**src/design/irq_pkg.sv**
```systemverilog
`default_nettype none
package irq_pkg;
  // ---------------------------------------------------------------
  // clock and timing
  // ---------------------------------------------------------------
  localparam int CLK_MHZ      = 20;
  localparam int PULSE_NS     = 250;
  localparam int PULSE_CYCLES = (PULSE_NS * CLK_MHZ + 999) / 1000;
  // ---------------------------------------------------------------
  // sizes
  // ---------------------------------------------------------------
  localparam int PINS     = 24;
  localparam int SRCS     = 9;
  localparam int GPIO_SRC = 8;
  localparam int EVENTS   = 4;
  // ---------------------------------------------------------------
  // device byte registers on the link
  // ---------------------------------------------------------------
  localparam logic [7:0] A_MAIN_STAT_HI = 8'h10;
  localparam logic [7:0] A_MAIN_STAT_LO = 8'h11;
  localparam logic [7:0] A_MAIN_EN_HI   = 8'h12;
  localparam logic [7:0] A_MAIN_EN_LO   = 8'h13;
  localparam logic [7:0] A_IRQ_CTRL     = 8'h14;
  localparam logic [7:0] A_PIN_EN_HI    = 8'h15;
  localparam logic [7:0] A_PIN_EN_MID   = 8'h16;
  localparam logic [7:0] A_PIN_EN_LO    = 8'h17;
  localparam logic [7:0] A_PIN_STAT_HI  = 8'h18;
  localparam logic [7:0] A_PIN_STAT_MID = 8'h19;
  localparam logic [7:0] A_PIN_STAT_LO  = 8'h1A;
  // irq_control_reg fields
  localparam int ICR_MASK = 0;
  localparam int ICR_EDGE = 1;
  localparam int ICR_POL  = 2;
  // reset values
  localparam logic [2:0]      ICR_RST      = 3'h0;
  localparam logic [SRCS-1:0] MAIN_EN_RST  = 9'h000;
  localparam logic [PINS-1:0] PIN_EN_RST   = 24'h000000;
  localparam logic            IRQ_IDLE_RST = 1'b1;
  // ---------------------------------------------------------------
  // host controller words on AHB-Lite
  // ---------------------------------------------------------------
  localparam logic [7:0] H_MAIN_EN   = 8'h00;
  localparam logic [7:0] H_PIN_EN    = 8'h04;
  localparam logic [7:0] H_ICR       = 8'h08;
  localparam logic [7:0] H_CMD       = 8'h0C;
  localparam logic [7:0] H_MAIN_SEEN = 8'h10;
  localparam logic [7:0] H_PIN_SEEN  = 8'h14;
  localparam logic [7:0] H_EV_STAT   = 8'h18;
  localparam logic [7:0] H_EV_CLR    = 8'h1C;
  localparam logic [7:0] H_EV_EN     = 8'h20;
  localparam int CMD_INIT = 0;
  localparam int CMD_OFF  = 1;
  localparam int EV_INIT  = 0;
  localparam int EV_GPIO  = 1;
  localparam int EV_OTHER = 2;
  localparam int EV_OFF   = 3;
endpackage
`default_nettype wire

```
**src/design/irq_link_if.sv**
```systemverilog
`timescale 1ns/1ps
`default_nettype none
interface irq_link_if;
  logic       req;
  logic       we;
  logic [7:0] addr;
  logic [7:0] wdata;
  logic [7:0] rdata;
  logic       ack;
  logic       irq_pin;
  modport device (input req, we, addr, wdata, output rdata, ack, irq_pin);
  modport host   (output req, we, addr, wdata, input rdata, ack, irq_pin);
endinterface
`default_nettype wire

```
**src/design/irq_host.sv**
```systemverilog
// Local design decisions: the placing of the registers and the AHB-Lite slave port.
`timescale 1ns/1ps
`default_nettype none
module irq_host
  import irq_pkg::*;
(
  input  wire logic        hclk,
  input  wire logic        hresetn,
  input  wire logic        ce,
  input  wire logic        hsel,
  input  wire logic [31:0] haddr,
  input  wire logic [1:0]  htrans,
  input  wire logic        hwrite,
  input  wire logic [2:0]  hsize,
  input  wire logic [31:0] hwdata,
  input  wire logic        hready,
  output logic             hreadyout,
  output logic             hresp,
  output logic      [31:0] hrdata,
  output logic             irq,
  irq_link_if.host         link
);
  typedef enum logic [6:0] {
    S_IDLE = 7'h01, S_INIT = 7'h02, S_RDMAIN = 7'h04, S_RDPIN = 7'h08,
    S_CLRPIN = 7'h10, S_CLRMAIN = 7'h20, S_OFF = 7'h40
  } state_t;
  // ---------------------------------------------------------------
  // AHB-Lite slave, zero wait states
  // ---------------------------------------------------------------
  state_t          state_q;
  logic [2:0]      step_q;
  logic            dp_wr_q;
  logic [7:0]      dp_addr_q;
  logic [31:0]     hrdata_q;
  logic [SRCS-1:0] cfg_main_q;
  logic [PINS-1:0] cfg_pin_q;
  logic [2:0]      cfg_icr_q;
  logic [1:0]      cmd_q;
  logic [1:0]      cmd_set;
  logic [1:0]      cmd_clr;
  logic [EVENTS-1:0] ev_q, ev_set, ev_clr, ev_en_q;
  logic [SRCS-1:0] main_seen_q;
  logic [PINS-1:0] pin_seen_q;
  logic            req_q, we_q, act, act_q, svc_q, done, busy;
  logic [7:0]      addr_q, wdata_q, op_addr, op_wdata;
  logic            op_we;
  logic [2:0]      last;
  logic            start_svc;
  assign busy      = (state_q != S_IDLE);
  assign hreadyout = 1'b1;
  assign hresp     = 1'b0;
  assign hrdata    = hrdata_q;
  // hsize is ignored: only whole words are supported
  always_ff @(posedge hclk or negedge hresetn) begin
    if (!hresetn) begin
      dp_wr_q   <= 1'b0;
      dp_addr_q <= 8'h00;
      hrdata_q  <= 32'h00000000;
    end else if (ce && hready) begin
      dp_wr_q   <= hsel & htrans[1] & hwrite;
      dp_addr_q <= haddr[7:0];
      case (haddr[7:0])
        H_MAIN_EN:   hrdata_q <= {23'h000000, cfg_main_q};
        H_PIN_EN:    hrdata_q <= {8'h00, cfg_pin_q};
        H_ICR:       hrdata_q <= {29'h00000000, cfg_icr_q};
        H_MAIN_SEEN: hrdata_q <= {busy, 22'h000000, main_seen_q};
        H_PIN_SEEN:  hrdata_q <= {8'h00, pin_seen_q};
        H_EV_STAT:   hrdata_q <= {28'h0000000, ev_q};
        H_EV_EN:     hrdata_q <= {28'h0000000, ev_en_q};
        default:     hrdata_q <= 32'h00000000;
      endcase
    end
  end
  always_ff @(posedge hclk or negedge hresetn) begin
    if (!hresetn) begin
      cfg_main_q <= MAIN_EN_RST;
      cfg_pin_q  <= PIN_EN_RST;
      cfg_icr_q  <= ICR_RST;
      ev_en_q    <= '0;
    end else if (ce && dp_wr_q) begin
      if (dp_addr_q == H_MAIN_EN) cfg_main_q <= hwdata[SRCS-1:0];
      if (dp_addr_q == H_PIN_EN)  cfg_pin_q  <= hwdata[PINS-1:0];
      if (dp_addr_q == H_ICR)     cfg_icr_q  <= hwdata[2:0];
      if (dp_addr_q == H_EV_EN)   ev_en_q    <= hwdata[EVENTS-1:0];
    end
  end
  assign cmd_set = (ce && dp_wr_q && dp_addr_q == H_CMD) ? hwdata[1:0] : 2'h0;
  assign ev_clr  = (dp_wr_q && dp_addr_q == H_EV_CLR) ? hwdata[EVENTS-1:0] : '0;
  always_ff @(posedge hclk or negedge hresetn) begin
    if (!hresetn) begin
      cmd_q <= 2'h0;
    end else if (ce) begin
      cmd_q <= (cmd_q & ~cmd_clr) | cmd_set;
    end
  end
  sticky_bank #(
    .W (EVENTS)
  ) u_ev (
    .hclk    (hclk),
    .hresetn (hresetn),
    .ce      (ce),
    .set     (ev_set),
    .clr     (ev_clr),
    .q       (ev_q)
  );
  assign irq = |(ev_q & ev_en_q);
  // ---------------------------------------------------------------
  // device pin watch
  // ---------------------------------------------------------------
  assign act = (link.irq_pin == cfg_icr_q[ICR_POL]);
  // level mode restarts on a still asserted pin, so nothing is missed
  // edge mode runs once per rise; level mode must not rerun on a stale rise
  assign start_svc = cfg_icr_q[ICR_EDGE] ? svc_q : act;
  always_ff @(posedge hclk or negedge hresetn) begin
    if (!hresetn) begin
      act_q <= 1'b0;
      svc_q <= 1'b0;
    end else if (ce) begin
      act_q <= act;
      if (act && !act_q) svc_q <= 1'b1;
      else if (!busy && !cmd_q[CMD_OFF] && !cmd_q[CMD_INIT]) svc_q <= 1'b0;
    end
  end
  // ---------------------------------------------------------------
  // transfer sequencer
  // ---------------------------------------------------------------
  always_comb begin
    op_addr  = 8'h00;
    op_we    = 1'b1;
    op_wdata = 8'h00;
    last     = 3'h0;
    case (state_q)
      S_INIT: begin
        last = 3'h5;
        case (step_q)
          3'h0: begin op_addr = A_MAIN_EN_HI; op_wdata = {7'h00, cfg_main_q[GPIO_SRC]}; end
          3'h1: begin op_addr = A_MAIN_EN_LO; op_wdata = cfg_main_q[7:0]; end
          3'h2: begin op_addr = A_PIN_EN_HI;  op_wdata = cfg_pin_q[23:16]; end
          3'h3: begin op_addr = A_PIN_EN_MID; op_wdata = cfg_pin_q[15:8]; end
          3'h4: begin op_addr = A_PIN_EN_LO;  op_wdata = cfg_pin_q[7:0]; end
          default: begin op_addr = A_IRQ_CTRL; op_wdata = {5'h00, cfg_icr_q}; end
        endcase
      end
      S_RDMAIN: begin
        last    = 3'h1;
        op_we   = 1'b0;
        op_addr = (step_q == 3'h0) ? A_MAIN_STAT_HI : A_MAIN_STAT_LO;
      end
      S_RDPIN: begin
        last    = 3'h2;
        op_we   = 1'b0;
        op_addr = 8'(A_PIN_STAT_HI + {5'h00, step_q});
      end
      S_CLRPIN: begin
        last     = 3'h2;
        op_addr  = 8'(A_PIN_STAT_HI + {5'h00, step_q});
        op_wdata = (step_q == 3'h0) ? pin_seen_q[23:16] :
                   (step_q == 3'h1) ? pin_seen_q[15:8] : pin_seen_q[7:0];
      end
      S_CLRMAIN: begin
        last     = 3'h1;
        op_addr  = (step_q == 3'h0) ? A_MAIN_STAT_HI : A_MAIN_STAT_LO;
        op_wdata = (step_q == 3'h0) ? {7'h00, main_seen_q[GPIO_SRC]}
                                    : main_seen_q[7:0];
      end
      S_OFF: begin
        op_addr  = A_IRQ_CTRL;
        op_wdata = {5'h00, cfg_icr_q & ~3'h1};
      end
      default: op_we = 1'b0;
    endcase
  end
  assign done    = req_q & link.ack & ce;
  assign cmd_clr = (!busy && cmd_q[CMD_OFF]) ? 2'h2 :
                   (!busy && cmd_q[CMD_INIT]) ? 2'h1 : 2'h0;
  always_ff @(posedge hclk or negedge hresetn) begin
    if (!hresetn) begin
      req_q <= 1'b0; we_q <= 1'b0; addr_q <= 8'h00; wdata_q <= 8'h00;
    end else if (ce) begin
      if (done) begin
        req_q <= 1'b0;
      end else if (busy && !req_q) begin
        req_q <= 1'b1; we_q <= op_we; addr_q <= op_addr; wdata_q <= op_wdata;
      end
    end
  end
  always_comb begin
    ev_set = '0;
    if (done && step_q == last) begin
      ev_set[EV_INIT]  = (state_q == S_INIT);
      ev_set[EV_OFF]   = (state_q == S_OFF);
      ev_set[EV_GPIO]  = (state_q == S_CLRMAIN) & main_seen_q[GPIO_SRC];
      ev_set[EV_OTHER] = (state_q == S_CLRMAIN) & (|main_seen_q[7:0]);
    end
  end
  always_ff @(posedge hclk or negedge hresetn) begin
    if (!hresetn) begin
      state_q <= S_IDLE; step_q <= 3'h0; main_seen_q <= '0; pin_seen_q <= '0;
    end else if (ce) begin
      case (state_q)
        S_IDLE: begin
          step_q <= 3'h0;
          if (cmd_q[CMD_OFF]) state_q <= S_OFF;
          else if (cmd_q[CMD_INIT]) state_q <= S_INIT;
          else if (start_svc) begin
            state_q <= S_RDMAIN; main_seen_q <= '0; pin_seen_q <= '0;
          end
        end
        default: if (done) begin
          if (state_q == S_RDMAIN && step_q == 3'h0) main_seen_q[GPIO_SRC] <= link.rdata[0];
          if (state_q == S_RDMAIN && step_q == 3'h1) main_seen_q[7:0] <= link.rdata;
          if (state_q == S_RDPIN) begin
            case (step_q)
              3'h0: pin_seen_q[23:16] <= link.rdata;
              3'h1: pin_seen_q[15:8]  <= link.rdata;
              default: pin_seen_q[7:0] <= link.rdata;
            endcase
          end
          step_q <= (step_q == last) ? 3'h0 : 3'(step_q + 3'h1);
          if (step_q == last) begin
            case (state_q)
              S_RDMAIN: state_q <= main_seen_q[GPIO_SRC] ? S_RDPIN : S_CLRMAIN;
              S_RDPIN:  state_q <= S_CLRPIN;
              S_CLRPIN: state_q <= S_CLRMAIN;
              default:  state_q <= S_IDLE;
            endcase
          end
        end
      endcase
    end
  end
  assign link.req   = req_q;
  assign link.we    = we_q;
  assign link.addr  = addr_q;
  assign link.wdata = wdata_q;
endmodule
`default_nettype wire

```
**src/design/sticky_bank.sv**
```systemverilog
`timescale 1ns/1ps
`default_nettype none
module sticky_bank #(
  parameter int W = 8
) (
  input  wire logic         hclk,
  input  wire logic         hresetn,
  input  wire logic         ce,
  input  wire logic [W-1:0] set,
  input  wire logic [W-1:0] clr,
  output logic      [W-1:0] q
);
  // a set in the clearing cycle survives the clear
  always_ff @(posedge hclk or negedge hresetn) begin
    if (!hresetn) begin
      q <= '0;
    end else if (ce) begin
      q <= (q & ~clr) | set;
    end
  end
endmodule
`default_nettype wire

```
**src/flat_wrapper.sv**
```systemverilog
// flat-port wrapper written by rule: the top's interface ports become plain ports
module irq_host_flat import irq_pkg::*;
  (hclk, hresetn, ce, hsel, haddr, htrans, hwrite, hsize, hwdata, hready, hreadyout, hresp, hrdata, irq, link_req, link_we, link_addr, link_wdata, link_rdata, link_ack, link_irq_pin);
  irq_link_if link_i ();
  input  wire logic hclk;
  input  wire logic hresetn;
  input  wire logic ce;
  input  wire logic hsel;
  input  wire logic [31:0] haddr;
  input  wire logic [1:0] htrans;
  input  wire logic hwrite;
  input  wire logic [2:0] hsize;
  input  wire logic [31:0] hwdata;
  input  wire logic hready;
  output logic hreadyout;
  output logic hresp;
  output logic      [31:0] hrdata;
  output logic irq;
  output wire logic [$bits(link_i.req)-1:0] link_req;
  output wire logic [$bits(link_i.we)-1:0] link_we;
  output wire logic [$bits(link_i.addr)-1:0] link_addr;
  output wire logic [$bits(link_i.wdata)-1:0] link_wdata;
  input wire logic [$bits(link_i.rdata)-1:0] link_rdata;
  input wire logic [$bits(link_i.ack)-1:0] link_ack;
  input wire logic [$bits(link_i.irq_pin)-1:0] link_irq_pin;
  assign link_req = link_i.req;
  assign link_we = link_i.we;
  assign link_addr = link_i.addr;
  assign link_wdata = link_i.wdata;
  assign link_i.rdata = link_rdata;
  assign link_i.ack = link_ack;
  assign link_i.irq_pin = link_irq_pin;
  irq_host u_core (.hclk(hclk), .hresetn(hresetn), .ce(ce), .hsel(hsel), .haddr(haddr), .htrans(htrans), .hwrite(hwrite), .hsize(hsize), .hwdata(hwdata), .hready(hready), .hreadyout(hreadyout), .hresp(hresp), .hrdata(hrdata), .irq(irq), .link(link_i));
endmodule
```
**config.mk**
```make
export PLATFORM = sky130hd
export DESIGN_NAME = irq_host_flat
export DESIGN_NICKNAME = d
export VERILOG_FILES = /design/src/design/irq_pkg.sv /design/src/design/irq_link_if.sv /design/src/design/irq_host.sv /design/src/design/sticky_bank.sv /design/src/flat_wrapper.sv
export SDC_FILE = /design/constraint.sdc
export NUM_CORES = 1
export LEC_CHECK = 0
export BUFFER_PORTS_ARGS = -buffer_cell sky130_fd_sc_hd__buf_2
export CORE_MARGIN = 8
export CORE_UTILIZATION = 53
export DETAILED_ROUTE_END_ITERATION = 12
export GPL_ROUTABILITY_DRIVEN = 0
export MAX_ROUTING_LAYER = met4
export PLACE_DENSITY = 0.73
export SKIP_CTS_REPAIR_TIMING = 1
export SLEW_MARGIN = 15
export SYNTH_ARGS = -nofsm -noshare
export SYNTH_HDL_FRONTEND = slang
export SYNTH_SLANG_ARGS = --single-unit
```
**constraint.sdc**
```tcl
create_clock -name hclk -period 3.3 [get_ports hclk]
set_clock_uncertainty 0.2 [all_clocks]
set_input_delay 0.66 -clock hclk [delete_from_list [all_inputs] [get_ports hclk]]
set_output_delay 0.66 -clock hclk [all_outputs]
set_load 0.01 [all_outputs]
```
==> results.json <==
{
  "detail-route-antenna-nets": 0,
  "timing.final.hold_violations": 0,
  "groute.usage.overall_pct": 24.4,
  "finish.utilization_pct": 62.3,
  "fin_cells": 952,
  "floorplan.io_pins": 138,
  "synth_flop_cell": "dfrtp_1",
  "fp.dieW_um": 133,
  "grt_antenna_before_repair": 0,
  "leakage_power_summed_over_all_cells_nw": 3.88,
  "gate_count_of_the_mapped_netlist": 666,
  "max-slew-margin-rel_pct": 28.7,
  "postSynth.asyncResetShare_pct": 100,
  "vdd_ir_drop_max_mv": 0.391,
  "finalCriticalPeriod_ns": 3.01,
  "grt.overflow.total": 0,
  "finalSetupViolCount": 0,
  "dr.pass1.iters": 5,
  "critical_path.slowest_cell": "dfstp_2",
  "run_status": "complete, no violations",
  "dp_cells": 920,
  "critical-path-max-stage-delay_ns": 0.71,
  "synthTopCellsByArea": "dfrtp_1, mux2_2, nand2_1, a22oi_1, o21ai_0",
  "detailedPlacementHpwl_mm": 15.1,
  "insertedDiodeCount": 0,
  "seq_cells_post_synth": 140,
  "clock_slew_seen_by_the_registers_of_the_worst_setup_and_hold_paths_ns": 0.06,
  "critical_path_peak_fanout": 16,
  "num_rows": 43,
  "number_of_global_route_vias_before_repair": 5960,
  "timing_worst_slew_pin_value_ns": 1.06,
  "design_power_total_mw": 4.96,
  "dr_total_vias": 6076,
  "ctsHtreeMaxLevel": 4,
  "grt_first_pass_wirelength_mm": 33.3,
  "largest_area_contributor_in_the_synthesized_netlist": "dfrtp_1",
  "layout_worst_path_cycle_share_pct": 91.3,
  "p_per_area_nw_per_um2": 583,
  "required_ns": 3.41,
  "synth.top_cells.by_count": "dfrtp_1, nand2_1, mux2_2, o21ai_0, a22oi_1",
  "synthMostInstantiatedCell": "dfrtp_1",
  "cp-start-kind": "flip-flop",
  "maxCapViolCount": 0,
  "clock_tree_from_tritoncts": "built",
  "cts-buffers-inserted": 17,
  "largest_net_degree_at_the_start_of_global_routing": 73,
  "worst_skew_pair.late_latency_ns": 0.43,
  "yosysUniqueCellTypes": 78,
  "effective_utilization_at_floorplan_pct": 53.4,
  "synth.top_cell.area_share_pct": 47.7,
  "postPlaceCellArea_um2": 7950,
  "synth_edf_count": 0,
  "worst_ep_arrival_time_ns": 3.12,
  "post-route-drc-count": 0,
  "ys_seq_area_share_pct": 48.0,
  "fmax_mhz": 332,
  "worstPathCellList": "or4b_1 > nor2_4 > a21o_1 > o211ai_2 > mux2_2",
  "syn-mean-instance-area_um2": 11.0,
  "wl_mm": 21.0,
  "ys_warn_count": 0,
  "detail_route.wl_per_cell_um": 22.1,
  "synthToLayoutAreaGrowth_pct": 16.6,
  "numClockSinks": 140,
  "hold_path_class": "input port to async pin",
  "proportion_of_layout_cells_with_a_drive_suffix_above_1_pct": 32.6,
  "num-nets-final": 849,
  "port_buffers": 89,
  "slew_viol_final": 0,
  "cp-end-kind": "flip-flop",
  "floorplan.die_area_um2": 17800,
  "cp_top_family": "simple AND/OR/NAND/NOR gates",
  "coreArea_um2": 13700,
  "die_h_um": 133,
  "ctsLongestPathBuffers": 2,
  "clock-root-buffer": "clkbuf_16",
  "timing.setup.tns_ns": 0,
  "post_route_standard_cell_area_excluding_fillers_um2": 8510,
  "synthesis.area_um2": 7300,
  "cp.buffers_inverters": 0,
  "drt_iter0_markers": 679,
  "rsz0062_at_grt": "no",
  "vias_per_cell": 6.38,
  "setup.worst_path.class": "flip-flop to flip-flop"
}
## stage by stage
step | worst slack (ns) | hold slack [ns]
after floorplan | 0.608 | 0.164
after global placement | 0.416 | 0.258
after detailed placement | 0.359 | 0.262
after CTS | 0.330 | 0.0622
after global routing | 0.214 | 0.0750
final | 0.287 | 0.0330
## final timing paths
kind / startpoint / to / slack, ns / depth (start not counted)
setup / recovery: u_core.state_q[0] / u_core.main_seen_q[2] / 0.29 / 5
min in group hclk: hwdata[22] / u_core.cfg_pin_q[22] / 0.26 / 2
hold / removal: hresetn / u_core.state_q[6] / 0.03 / 1
hold reg to reg: u_core.hrdata[0] / u_core.hrdata[0] / 0.28 / 2
max in group asynchronous: hresetn / u_core.cfg_pin_q[1] / 2.08 / 2
setup reg to reg: u_core.state_q[0] / u_core.main_seen_q[2] / 0.29 / 5
## per-layer routing
metal  track usage [%]  share of wire (%)  up-vias  routed length, µm
met5                 -                  0        -                  0
met4              8.05                2.2        0                456
met3              6.70                8.9       46               1870
met2              36.3                 46      324               9710
met1              31.6                 43     3016               8980
li1                  -                  -     2690                  -
## worst reg2reg max path: stages (launching register included)
cell      delay [ns]
dfstp_2         0.71
or4b_1          0.57
nor2_4          0.25
a21o_1          0.44
o211ai_2        0.36
mux2_2          0.38
## kinds of logic after synthesis
group | Yosys count | synth area share (%)
AO/OA/AOI/OAI | 188 | 18.7
XOR/XNOR | 5 | 0.600
adder cells (fa/ha/maj) | 5 | 0.857
buffers and inverters | 60 | 4.01
flip-flops | 140 | 48.0
multiplexers | 85 | 13.5
other | 2 | 0.103
AND/OR/NAND/NOR | 181 | 14.2
## state kept, by name, indices dropped and copies added, names as in the netlist, 2 cells and up
signal / count
u_core.cmd_q: 2
u_core.hrdata: 25
u_core.link.wdata: 8
u_core.u_ev.q: 4
u_core.cfg_main_q: 9
u_core.link.addr: 5
u_core.pin_seen_q: 24
u_core.ev_en_q: 4
u_core.main_seen_q: 9
u_core.cfg_icr_q: 3
u_core.dp_addr_q: 8
u_core.step_q: 3
u_core.state_q: 7
u_core.cfg_pin_q: 24
## layout by cell type, fill, tap and decap left out, types with 9 or more instances in the layout
cell type / netlist / final
nor3_1: 9 / 9
nor2_1: 12 / 12
dfrtp_1: 139 / 139
a22oi_1: 33 / 33
o21ai_0: 43 / 43
conb_1: 2 / 12
nand2_1: 79 / 79
inv_1: 12 / 12
buf_2: 3 / 88
buf_4: 15 / 21
a21oi_1: 11 / 11
a32oi_1: 11 / 11
mux2_2: 75 / 75
clkbuf_16: 0 / 17
a22o_1: 13 / 13
nand3_1: 10 / 10
o21ai_1: 12 / 12
## layout make-up
| class | count | area (µm²) |
|---|---|---|
| Fill cell | 1108 | 5150 |
| Tap cell | 180 | 225 |
| Timing Repair Buffer | 111 | 629 |
| Clock buffer | 22 | 474 |
| Sequential cell | 140 | 3500 |
| Multi-Input combinational cell | 476 | 3540 |
| Clock inverter | 10 | 91.3 |
| Inverter | 13 | 48.8 |
## where the power goes
group / leakage (nW) / switching [mW] / internal [mW]
sequential: 1.91 / 0.175 / 1.83
clock: 0.276 / 0.721 / 1.09
combinational: 1.69 / 0.745 / 0.400
Note: power is estimated with default switching activity, not from simulation.
